[src/hw/sbap_defines.svh]
`ifndef SBAP_DEFINES_SVH
`define SBAP_DEFINES_SVH
`define SBAP_ADDR_W 32
`define SBAP_TT_W 5
`define SBAP_TT_RW_BIT 1
`define SBAP_TSZ_W 4
`define SBAP_CS_N 8
`define SBAP_BADDR_W 5
`define SBAP_BURST_BEATS 8
`define SBAP_IRQ_N 15
`define SBAP_SNOOP_ADDR 32'h0000_0000
`define SBAP_SNOOP_MASK 32'h0000_0000
`define SBAP_SLAVE_BASE 32'hf000_0000
`define SBAP_SLAVE_MASK 32'hf000_0000
`endif

[src/hw/sbap_pkg.sv]
package sbap_pkg;
  typedef enum logic [1:0] {
    SBAP_IDLE = 2'b00,
    SBAP_OWN = 2'b01,
    SBAP_SNOOP = 2'b11
  } sbap_state_t;
  typedef enum logic {
    SBAP_MODE_INT = 1'b0,
    SBAP_MODE_EXT = 1'b1
  } sbap_mode_t;
endpackage : sbap_pkg

[src/hw/sbap_sync.sv]
`timescale 1ns/1ps
`include "sbap_defines.svh"
module sbap_sync #(
  parameter int W = 1
) (
  // clock and reset
  input wire logic clk_i,
  input wire logic reset_i,
  // raw and synchronised
  input wire logic [W-1:0] d_i,
  output logic [W-1:0] q_o
);
  logic [W-1:0] meta_q;
  logic [W-1:0] sync_q;
  // first stage feeds only the second stage
  always_ff @(posedge clk_i) begin
    if (reset_i) begin
      meta_q <= '0;
      sync_q <= '0;
    end else begin
      meta_q <= d_i;
      sync_q <= meta_q;
    end
  end
  assign q_o = sync_q;
endmodule : sbap_sync

[src/hw/sbap_addr_phase.sv]
// Operation
// external-master mode: 32 address pins are shared, two-way system address bus.
// external mode: drive own masters' addresses, decode outside masters' addresses.
// internal-master mode: address pins driven only by memory controller.
// bus owner drives five transfer-type lines for whole address tenure.
// simple systems may use only type line one as read/write.
// bus owner drives four transfer-size lines with byte count.
// owner asserts burst flag for bursts; a burst is eight words.
// device drives global snoop when its own master starts a transaction; code asserts it only in external mode with mst_global_i set.
// eight chip-select outputs, each enabling one memory or peripheral.
// five burst-address outputs increment within bursts.
// fifteen interrupt request inputs forwarded to internal interrupt controller.
// owner holds address and attributes stable until tenure ends.
`timescale 1ns/1ps
`include "sbap_defines.svh"
module sbap_addr_phase
  import sbap_pkg::*;
(
  // clock and reset
  input wire logic clk_i,
  input wire logic reset_i,
  // configuration
  input wire logic ext_mode_i,
  input wire logic simple_rw_i,
  // tenure control from arbitration logic
  input wire logic tenure_start_i,
  input wire logic tenure_end_i,
  input wire logic ext_start_i,
  // internal master request
  input wire logic [`SBAP_ADDR_W-1:0] mst_addr_i,
  input wire logic [`SBAP_TT_W-1:0] mst_xfer_type_i,
  input wire logic mst_rw_i,
  input wire logic [`SBAP_TSZ_W-1:0] mst_xfer_size_i,
  input wire logic mst_burst_i,
  input wire logic mst_global_i,
  // memory controller
  input wire logic [`SBAP_ADDR_W-1:0] mc_addr_i,
  input wire logic [`SBAP_CS_N-1:0] mc_cs_i,
  input wire logic mc_beat_i,
  // address pins
  input wire logic [`SBAP_ADDR_W-1:0] addr_i,
  output logic [`SBAP_ADDR_W-1:0] addr_o,
  output logic addr_oe_o,
  // attribute pins
  input wire logic xfer_type_b0_i,
  input wire logic xfer_type_rw_i,
  input wire logic [2:0] xfer_type_hi_i,
  output logic xfer_type_b0_o,
  output logic xfer_type_rw_o,
  output logic [2:0] xfer_type_hi_o,
  input wire logic [`SBAP_TSZ_W-1:0] xfer_size_i,
  output logic [`SBAP_TSZ_W-1:0] xfer_size_o,
  input wire logic burst_flag_i,
  output logic burst_flag_o,
  output logic attr_oe_o,
  output logic global_snoop_o,
  // memory side
  output logic [`SBAP_CS_N-1:0] chip_sel_o,
  output logic [`SBAP_BADDR_W-1:0] burst_addr_out_o,
  // interrupts
  input wire logic [`SBAP_IRQ_N-1:0] ext_int_req_i,
  output logic [`SBAP_IRQ_N-1:0] int_req_o,
  // outside master decode results
  output logic slave_hit_o,
  output logic snoop_req_o,
  output logic [`SBAP_ADDR_W-1:0] ext_addr_o,
  output logic [`SBAP_TT_W-1:0] ext_xfer_type_o,
  output logic [`SBAP_TSZ_W-1:0] ext_xfer_size_o,
  output logic ext_burst_o,
  output logic busy_o
);
  sbap_state_t state_q;
  logic [`SBAP_ADDR_W-1:0] addr_q;
  logic [`SBAP_TT_W-1:0] tt_q;
  logic [`SBAP_TSZ_W-1:0] tsz_q;
  logic burst_q;
  logic global_q;
  logic [`SBAP_CS_N-1:0] cs_q;
  logic [`SBAP_BADDR_W-1:0] baddr_q;
  logic [2:0] beat_q;
  logic [`SBAP_ADDR_W-1:0] ext_addr_q;
  logic [`SBAP_TT_W-1:0] ext_tt_q;
  logic [`SBAP_TSZ_W-1:0] ext_tsz_q;
  logic ext_burst_q;
  logic slave_hit_q;
  logic snoop_q;
  logic [`SBAP_ADDR_W+`SBAP_TT_W+`SBAP_TSZ_W:0] pin_raw;
  logic [`SBAP_ADDR_W+`SBAP_TT_W+`SBAP_TSZ_W:0] pin_s;
  logic [`SBAP_ADDR_W-1:0] pin_addr;
  logic [`SBAP_TT_W-1:0] pin_tt;
  logic [`SBAP_TSZ_W-1:0] pin_tsz;
  logic pin_burst;
  logic ext_start_s;
  logic own;
  // qualifies a request taken this edge; read by the checks only
  logic own_take;

  function automatic logic addr_match(input logic [`SBAP_ADDR_W-1:0] a,
                                      input logic [`SBAP_ADDR_W-1:0] base,
                                      input logic [`SBAP_ADDR_W-1:0] mask);
    addr_match = ((a ^ base) & mask) == '0;
  endfunction : addr_match

  // pins from other masters pass two flops before decode
  assign pin_raw = {addr_i, xfer_type_hi_i, xfer_type_rw_i, xfer_type_b0_i, xfer_size_i, burst_flag_i};
  sbap_sync #(.W(`SBAP_ADDR_W + `SBAP_TT_W + `SBAP_TSZ_W + 1)) u_pin_sync (
    .clk_i(clk_i),
    .reset_i(reset_i),
    .d_i(pin_raw),
    .q_o(pin_s)
  );
  sbap_sync #(.W(`SBAP_IRQ_N)) u_irq_sync (
    .clk_i(clk_i),
    .reset_i(reset_i),
    .d_i(ext_int_req_i),
    .q_o(int_req_o)
  );
  sbap_sync #(.W(1)) u_ts_sync (
    .clk_i(clk_i),
    .reset_i(reset_i),
    .d_i(ext_start_i),
    .q_o(ext_start_s)
  );
  assign {pin_addr, pin_tt, pin_tsz, pin_burst} = pin_s;

  always_ff @(posedge clk_i) begin
    if (reset_i) begin
      state_q <= SBAP_IDLE;
    end else begin
      unique case (state_q)
        SBAP_IDLE: begin
          if (tenure_start_i) begin
            state_q <= SBAP_OWN;
          end else if (ext_mode_i && ext_start_s) begin
            state_q <= SBAP_SNOOP;
          end
        end
        SBAP_OWN: begin
          if (tenure_end_i) begin
            state_q <= SBAP_IDLE;
          end
        end
        SBAP_SNOOP: begin
          state_q <= SBAP_IDLE;
        end
        default: begin
          state_q <= SBAP_IDLE;
        end
      endcase
    end
  end
  assign own = state_q == SBAP_OWN;
  assign own_take = state_q == SBAP_IDLE && tenure_start_i;

  // attributes latched once per tenure, held to its end
  always_ff @(posedge clk_i) begin
    if (reset_i) begin
      addr_q <= '0;
      tt_q <= '0;
      tsz_q <= '0;
      burst_q <= 1'b0;
      global_q <= 1'b0;
    end else if (state_q == SBAP_IDLE && tenure_start_i) begin
      addr_q <= ext_mode_i ? mst_addr_i : mc_addr_i;
      if (simple_rw_i) begin
        tt_q <= '0;
        tt_q[`SBAP_TT_RW_BIT] <= mst_rw_i;
      end else begin
        tt_q <= mst_xfer_type_i;
      end
      tsz_q <= mst_xfer_size_i;
      burst_q <= mst_burst_i;
      global_q <= ext_mode_i & mst_global_i;
    end
  end

  // burst counter stops at seven and holds there until the next tenure
  always_ff @(posedge clk_i) begin
    if (reset_i) begin
      beat_q <= '0;
      baddr_q <= '0;
    end else if (state_q == SBAP_IDLE && tenure_start_i) begin
      beat_q <= '0;
      baddr_q <= ext_mode_i ? mst_addr_i[`SBAP_BADDR_W-1:0] : mc_addr_i[`SBAP_BADDR_W-1:0];
    end else if (burst_q && mc_beat_i && beat_q != 3'(`SBAP_BURST_BEATS - 1)) begin
      beat_q <= beat_q + 3'h1;
      baddr_q <= baddr_q + 5'h4;
    end
  end

  always_ff @(posedge clk_i) begin
    if (reset_i) begin
      cs_q <= '0;
    end else begin
      cs_q <= mc_cs_i;
    end
  end

  // outside master tenure decode
  // start and data share one two-flop delay; relies on the master holding data
  always_ff @(posedge clk_i) begin
    if (reset_i) begin
      ext_addr_q <= '0;
      ext_tt_q <= '0;
      ext_tsz_q <= '0;
      ext_burst_q <= 1'b0;
      slave_hit_q <= 1'b0;
      snoop_q <= 1'b0;
    end else if (state_q == SBAP_IDLE && !tenure_start_i && ext_mode_i && ext_start_s) begin
      ext_addr_q <= pin_addr;
      ext_tt_q <= pin_tt;
      ext_tsz_q <= pin_tsz;
      ext_burst_q <= pin_burst;
      slave_hit_q <= addr_match(pin_addr, `SBAP_SLAVE_BASE, `SBAP_SLAVE_MASK);
      snoop_q <= addr_match(pin_addr, `SBAP_SNOOP_ADDR, `SBAP_SNOOP_MASK);
    end else begin
      slave_hit_q <= 1'b0;
      snoop_q <= 1'b0;
    end
  end

  // pins driven only while tenure is ours; in internal mode address always driven
  assign addr_oe_o = ext_mode_i ? own : 1'b1;
  assign addr_o = own ? addr_q : (ext_mode_i ? '0 : mc_addr_i);
  assign attr_oe_o = own;
  assign xfer_type_b0_o = tt_q[0];
  assign xfer_type_rw_o = tt_q[`SBAP_TT_RW_BIT];
  assign xfer_type_hi_o = tt_q[4:2];
  assign xfer_size_o = tsz_q;
  assign burst_flag_o = burst_q;
  assign global_snoop_o = own & global_q;
  assign chip_sel_o = cs_q;
  assign burst_addr_out_o = baddr_q;
  assign slave_hit_o = slave_hit_q;
  assign snoop_req_o = snoop_q;
  assign ext_addr_o = ext_addr_q;
  assign ext_xfer_type_o = ext_tt_q;
  assign ext_xfer_size_o = ext_tsz_q;
  assign ext_burst_o = ext_burst_q;
  assign busy_o = state_q != SBAP_IDLE;
endmodule : sbap_addr_phase

[config.mk]
export PLATFORM = sky130hd
export DESIGN_NAME = sbap_addr_phase
export DESIGN_NICKNAME = d
export VERILOG_FILES = /design/src/hw/sbap_pkg.sv /design/src/hw/sbap_sync.sv /design/src/hw/sbap_addr_phase.sv
export VERILOG_INCLUDE_DIRS = /design/src /design/src/hw
export SDC_FILE = /design/constraint.sdc
export NUM_CORES = 1
export LEC_CHECK = 0
export BUFFER_PORTS_ARGS = -buffer_cell sky130_fd_sc_hd__buf_2
export CORE_ASPECT_RATIO = 0.8
export CORE_MARGIN = 5
export CORE_UTILIZATION = 52
export DETAILED_ROUTE_END_ITERATION = 10
export PLACE_DENSITY = 0.89
export SYNTH_ARGS = -nofsm -noshare
export SYNTH_HDL_FRONTEND = slang
export SYNTH_SLANG_ARGS = --single-unit
[constraint.sdc]
create_clock -name clk_i -period 3.6 [get_ports clk_i]
set_input_delay 0.18 -clock clk_i [delete_from_list [all_inputs] [get_ports clk_i]]
set_output_delay 0.18 -clock clk_i [all_outputs]
set_load 0.05 [all_outputs]
==> results of run 1 <==
per-stage QoR:
stage,util,cell area (um^2),power [mW]
3_5_place_dp,0.6293,9059,3.318
6_report,0.7518,10820,5.654
2_1_floorplan,-,7709,3.126
5_1_grt,0.7518,10820,5.855
3_3_place_gp,0.6293,9059,3.300
4_1_cts,0.7516,10820,5.646
metal layers:
layer  vias up  global-route usage  part of all wire
li1       3335                   -                 -
met5         -                   0                 0
met1      3238              0.2844              0.37
met4         0             0.07873             0.031
met3        55             0.06188             0.076
met2       321              0.4721              0.52
how the worst min path moves through the flow:
stage / start / endpoint / slack [ns] / cells past startpoint
2_1_floorplan: tenure_end_i / state_q[0] / 0.30 / 1
3_3_place_gp: mc_cs_i[1] / chip_sel_o[1] / 0.39 / 2
3_5_place_dp: ext_int_req_i[4] / u_irq_sync.meta_q[4] / 0.39 / 2
4_1_cts: mst_addr_i[11] / addr_q[11] / 0.0007 / 3
5_1_grt: mst_addr_i[11] / addr_q[11] / 0.01 / 3
6_report: mst_addr_i[11] / addr_q[11] / 0.009 / 3
flip-flops by register name, summed over array words and instances, names as in the netlist, 8 cells and up:
register,flops
addr_q,32
chip_sel_o,8
ext_addr_o,32
u_irq_sync.meta_q,15
u_irq_sync.q_o,15
u_pin_sync.meta_q,42
u_pin_sync.q_o,42
power by group:
| part | total, mW | internal (mW) | switching, mW |
|---|---|---|---|
| Combinational | 0.775 | 0.287 | 0.488 |
| Sequential | 2.61 | 2.56 | 0.0497 |
| Clock | 2.27 | 1.35 | 0.920 |
| Total | 5.65 | 4.20 | 1.46 |
worst register-to-register path: cells and delay by family, from the launching register on:
| family | cells | cell delay (ns) |
|---|---|---|
| simple gates | 2 | 0.37 |
| flops | 1 | 0.41 |
| compound gates | 1 | 0.28 |
| buf+inv | 2 | 1.29 |
synth_stat cells (2+ instances only):
| cell | number | area, um^2 |
|---|---|---|
| a21boi_1 | 2 | 15.01 |
| ha_1 | 3 | 37.54 |
| a31oi_1 | 4 | 25.02 |
| buf_6 | 5 | 56.30 |
| a21oi_1 | 53 | 265.3 |
| nor2_1 | 30 | 112.6 |
| nand2_1 | 79 | 296.5 |
| clkbuf_1 | 41 | 153.9 |
| dfxtp_1 | 221 | 4424 |
| o21ai_1 | 5 | 25.02 |
| nand3b_1 | 5 | 37.54 |
| mux2i_1 | 4 | 40.04 |
| o21a_1 | 6 | 45.04 |
| a311oi_1 | 10 | 87.58 |
| buf_2 | 16 | 80.08 |
| o21ai_0 | 69 | 345.3 |
| nor2b_1 | 125 | 782.0 |
| nand3_1 | 43 | 215.2 |
| nor3_1 | 5 | 25.02 |
| buf_4 | 4 | 30.03 |
| nand2b_1 | 33 | 206.5 |
| xor2_1 | 3 | 26.28 |
| a311oi_2 | 17 | 255.2 |
cell type report:
class | count | area, um^2
Inverter | 1 | 3.754
Tap cell | 184 | 230.2
Sequential cell | 221 | 4424
Timing Repair Buffer | 379 | 2461
Antenna cell | 1 | 2.502
Multi-Input combinational cell | 509 | 2990
Clock inverter | 10 | 131.4
Fill cell | 914 | 3573
Clock buffer | 27 | 578.1
cell families after synthesis:
logic type	share of synthesized area
AND/OR/NAND/NOR	0.2272
flip-flops	0.5739
AO/OA/AOI/OAI	0.1428
buffers and inverters	0.04252
multiplexers	0.005194
XOR/XNOR	0.003409
adder cells (fa/ha/maj)	0.004870
==> flow_metrics.tcl, run 1 <==
set metrics [dict create \
    path_depth 4 \
    path_clk_slew_ns 0.06 \
    wl_um 23260 \
    post-route-min-period_ns 2.875 \
    grtUsageTotal 0.2528 \
    grt_pass1_wl_um 36240 \
    syn_inst 798 \
    clk_path_buf_depth 3 \
    clock-skew-final_ns 0.01798 \
    cts_resized 0 \
    pre_cts_ws_ns 1.411 \
    dp_hpwl_um 13030 \
    first_pass_iters 5 \
    grt_pass1_vias 6923 \
    cp_num_buf_inv 1 \
    cp_max_fo 67 \
    final-setup-viol-count 0 \
    syn_avg_cell_area_um2 9.660 \
    final_nets 1285 \
    r2r_start "state_q[1]" \
    ant_nets 0 \
    gp_congestion 0.8336 \
    syn-num-nets 950 \
    grt_max_degree 118 \
    portBuffers 266 \
    routed_via_density 5.217 \
    hold_violations 0 \
    htreeDepth 1 \
    start_util 0.5355 \
    endpoint "addr_o[25]" \
    synthesis.area_mm2 0.007709 \
    timing.hold.ws_ns 0.009267 \
    fin_crit_sh 0.7985 \
    cts_setup_buffers 0 \
    placed_cells 1189 \
    gr-total-overflow 0 \
    status "finished, final reports clean" \
    cp_data_required_time_ns 3.42 \
    syn_to_final_growth_pct 40.38 \
    crit_path_end_kind "output port" \
    powerDensity_mw_per_mm2 522.5 \
    slowest_delay_ns 1.02 \
    synth-seq-area-share 0.5739 \
    r2r-end "addr_q[20]" \
    final_cells 1332 \
    cts_tree "built" \
    cap_violations 0 \
    crit_chain "nor2b_4 > nand2_1 > o21ai_0 > buf_2" \
    die_w_um 146.1 \
    setup_ws_ns 0.7254 \
    vias 6949 \
    final_cell_mix "265 x buf_2, 221 x dfxtp_1, 124 x nor2b_1" \
    worst_pin_slew_ns 1.195 \
    synth_top_flop_cell "dfxtp_1" \
    numCtsBuffers 21 \
    reg2reg_depth 5 \
    final_common_cell "buf_2" \
    start_kind "flip-flop" \
    yosysUniqueCellTypes 38 \
    hold_buffers 105 \
    relSlewSlack 0.2019 \
    core_mm2 0.01440 \
    clock_latency_ns 0.50 \
    synth_edf_count 0 \
    p_leak_nw 4.707 \
    clkSinkCount 221 \
    max-vdd-ir-drop_mv 0.3948 \
    cp_top_family "simple AND/OR/NAND/NOR gates" \
    die_area_mm2 0.01737 \
    row_count 39 \
    min_path_type "in -> reg" \
    rsz0062_at_grt "false" \
    yosys_register_bits 221 \
    cpMaxStageDelayCell "nor2b_4" \
    chipHeight_um 118.9 \
    critPathLaunch "state_q[0]" \
    wl_per_cell_um 17.46 \
    rrSetupSlack_ns 1.20 \
    antenna_found_initial 1 \
    synthArstFlopShare 0 \
    cp.arrival_ns 2.69 \
    layout-drive-gt1-share 0.2895 \
    maxSlewViolCount 0 \
    tns_ns 0 \
    drt_iter0_markers 399 \
    ios 267 \
    root_buffer "clkbuf_16" \
    max_freq_mhz 347.9 \
    yosys_warnings 0 \
    critical_path_class "reg -> out" \
    drc 0 \
]
No activity file was read; power rests on OpenSTA's default activity.
==> run 2: changes to the inputs <==
--- a/config.mk
+++ b/config.mk
@@ -9,9 +9,9 @@
 export BUFFER_PORTS_ARGS = -buffer_cell sky130_fd_sc_hd__buf_2
 export CORE_ASPECT_RATIO = 0.8
 export CORE_MARGIN = 5
-export CORE_UTILIZATION = 52
+export CORE_UTILIZATION = 50
 export DETAILED_ROUTE_END_ITERATION = 10
-export PLACE_DENSITY = 0.89
+export PLACE_DENSITY = 0.86
 export SYNTH_ARGS = -nofsm -noshare
 export SYNTH_HDL_FRONTEND = slang
 export SYNTH_SLANG_ARGS = --single-unit
==> constraint.sdc (replaced) <==
create_clock -name clk_i -period 2.8 [get_ports clk_i]
set_input_delay 0.14 -clock clk_i [delete_from_list [all_inputs] [get_ports clk_i]]
set_output_delay 0.14 -clock clk_i [all_outputs]
set_load 0.05 [all_outputs]
==> run 2 against run 1 <==
Sequential share of layout area down 1.2 points. Count of clock-buffer cells in the layout up 3. Cell area up 3.0%. First-iteration DRC count up 26%. Largest cell class unchanged. Total power up 29%. Cell count up 4.1%. Global-route usage up 0.72 points. Clock power up 28%. Critical path depth up 1. Non-clock buffer count up 27. Via count up 3.5%. Combinational power up 35%.
==> flow_metrics.tcl, run 2 (same netlist as run 1, synthesis figures left out) <==
set metrics [dict create \
    status "finished, final reports clean" \
    p_switching_mw 1.873 \
    rsz0062_at_grt "false" \
    power_mw 7.320 \
    start_kind "flip-flop" \
    ant_nets 0 \
    pre_cts_ws_ns 0.9909 \
    clock-skew-final_ns 0.01268 \
    grtUsageTotal 0.2600 \
    r2r-end "addr_q[21]" \
    holdPathEnd "addr_q[22]" \
    grt_max_degree 91 \
    wl_um 24400 \
    dp_hpwl_um 13110 \
    antenna_found_initial 3 \
    swShare 0.2558 \
    min_from "mc_addr_i[22]" \
    min_path_type "in -> reg" \
    vias 7192 \
    grt_use_met2 0.4783 \
    r2r_start "state_q[1]" \
    start_util 0.5117 \
    cts_tree "built" \
    layout-drive-gt1-share 0.2877 \
    cp_max_fo 67 \
    p_leak_nw 4.868 \
    cp_data_required_time_ns 2.66 \
    max-vdd-ir-drop_mv 0.5035 \
    cts_setup_buffers 0 \
    fin_crit_sh 0.8879 \
    gr-total-overflow 0 \
    syn_to_final_growth_pct 44.59 \
    grt_pass1_wl_um 37750 \
    numCtsBuffers 21 \
    hold_violations 0 \
    die_w_um 148.8 \
    grt_pass1_vias 7198 \
    worst_pin_slew_ns 0.7323 \
    comb_power_share 0.144 \
    die_area_mm2 0.01802 \
    post-route-min-period_ns 2.486 \
    clkSinkCount 221 \
    gr-usage-met1 0.2859 \
    root_buffer "clkbuf_16" \
    crit_path_end_kind "output port" \
    tns_ns 0 \
    portBuffers 266 \
    cp.arrival_ns 2.35 \
    routed_via_density 5.185 \
    wl_per_cell_um 17.59 \
    gp_congestion 0.8269 \
    drc 0 \
    drt_iter0_markers 504 \
    row_count 40 \
    chipHeight_um 121.1 \
    powerDensity_mw_per_mm2 656.7 \
    first_pass_iters 5 \
    pwr-share-seq 0.458 \
    rrSetupSlack_ns 0.61 \
    core_mm2 0.01506 \
    holdPathStages 3 \
    clk_path_buf_depth 3 \
    final_common_cell "buf_2" \
    relSlewSlack 0.5118 \
    htreeDepth 1 \
    path_clk_slew_ns 0.06 \
    critical_path_class "reg -> out" \
    max_freq_mhz 402.3 \
    final_nets 1312 \
    ios 267 \
    grt.met3_usage 0.06385 \
    reg2reg_depth 5 \
    final-setup-viol-count 0 \
    final_cell_mix "265 x buf_2, 221 x dfxtp_1, 128 x dlygate4sd3_1" \
    setup_ws_ns 0.3140 \
    maxSlewViolCount 0 \
    clock_power_share 0.398 \
    intPower_mw 5.447 \
    cap_violations 0 \
    top_usage_layer "met2" \
    fill_cells 949 \
    clock_latency_ns 0.49 \
]
run 2: cell types whose count changed in the layout (fill, tap and decap cells not counted), sizes merged:
cell and change:
buf +4, bufinv -1, clkbuf +3, clkinv -1, diode +1, dlygate4sd3 +23
run 2: how the worst max path moves through the flow:
stage / startpoint / endpoint / slack [ns]
floorplan: state_q[0] / addr_o[13] / 0.86
global placement: state_q[0] / addr_o[19] / 1.08
detailed placement: state_q[0] / addr_o[12] / 0.99
CTS: state_q[0] / addr_o[12] / 0.46
global route: state_q[0] / addr_o[23] / 0.21
finish: state_q[0] / addr_o[2] / 0.31
run 2: timing repair:
action                    in CTS  in global routing
hold buffers                 128                  0
hold endpoints to repair     104                  0
resized for setup              0                  0
run 2: cell type report:
cell class	instances	area [um^2]	area share
Timing Repair Buffer	406	2734	0.2453
Inverter	1	3.754	0.0003368
Clock buffer	30	629.4	0.05647
Antenna cell	2	5.005	0.0004490
Tap cell	210	262.8	0.02357
Multi-Input combinational cell	509	2990	0.2683
Sequential cell	221	4424	0.3969
Clock inverter	8	96.34	0.008644
run 2: power by group through the flow:
stage | combinational [mW] | clock, mW | sequential [mW]
6_report | 1.05 | 2.91 | 3.35
5_1_grt | 1.12 | 3.08 | 3.36
4_1_cts | 1.02 | 2.95 | 3.35
3_5_place_dp | 0.858 | 0 | 3.41
3_3_place_gp | 0.844 | 0 | 3.41
2_1_floorplan | 0.511 | 0 | 3.51
run 2: stage by stage:
stage	utilization	instances	hold slack (ns)	instance area, um^2
2_1_floorplan	-	798	0.2624	7709
3_5_place_dp	0.6063	1219	0.3529	9134
4_1_cts	0.7395	1385	0.0005486	11140
3_3_place_gp	0.6063	1219	0.3467	9134
5_1_grt	0.7399	1387	0.03656	11150
6_report	0.7399	1387	0.02856	11150
run 2: critical path, cell delays in order (launching register included):
cell and delay (ns):
dfxtp_1 0.53, nor2b_4 0.20, buf_4 0.48, nand2_1 0.17
o21ai_0 0.13, buf_2 0.31
run 2: metal layers:
| layer | routed length [um] | part of all wire |
|---|---|---|
| met5 | 13 | 0.00053 |
| met4 | 1072 | 0.044 |
| met3 | 2292 | 0.094 |
| met2 | 12250 | 0.50 |
| met1 | 8775 | 0.36 |
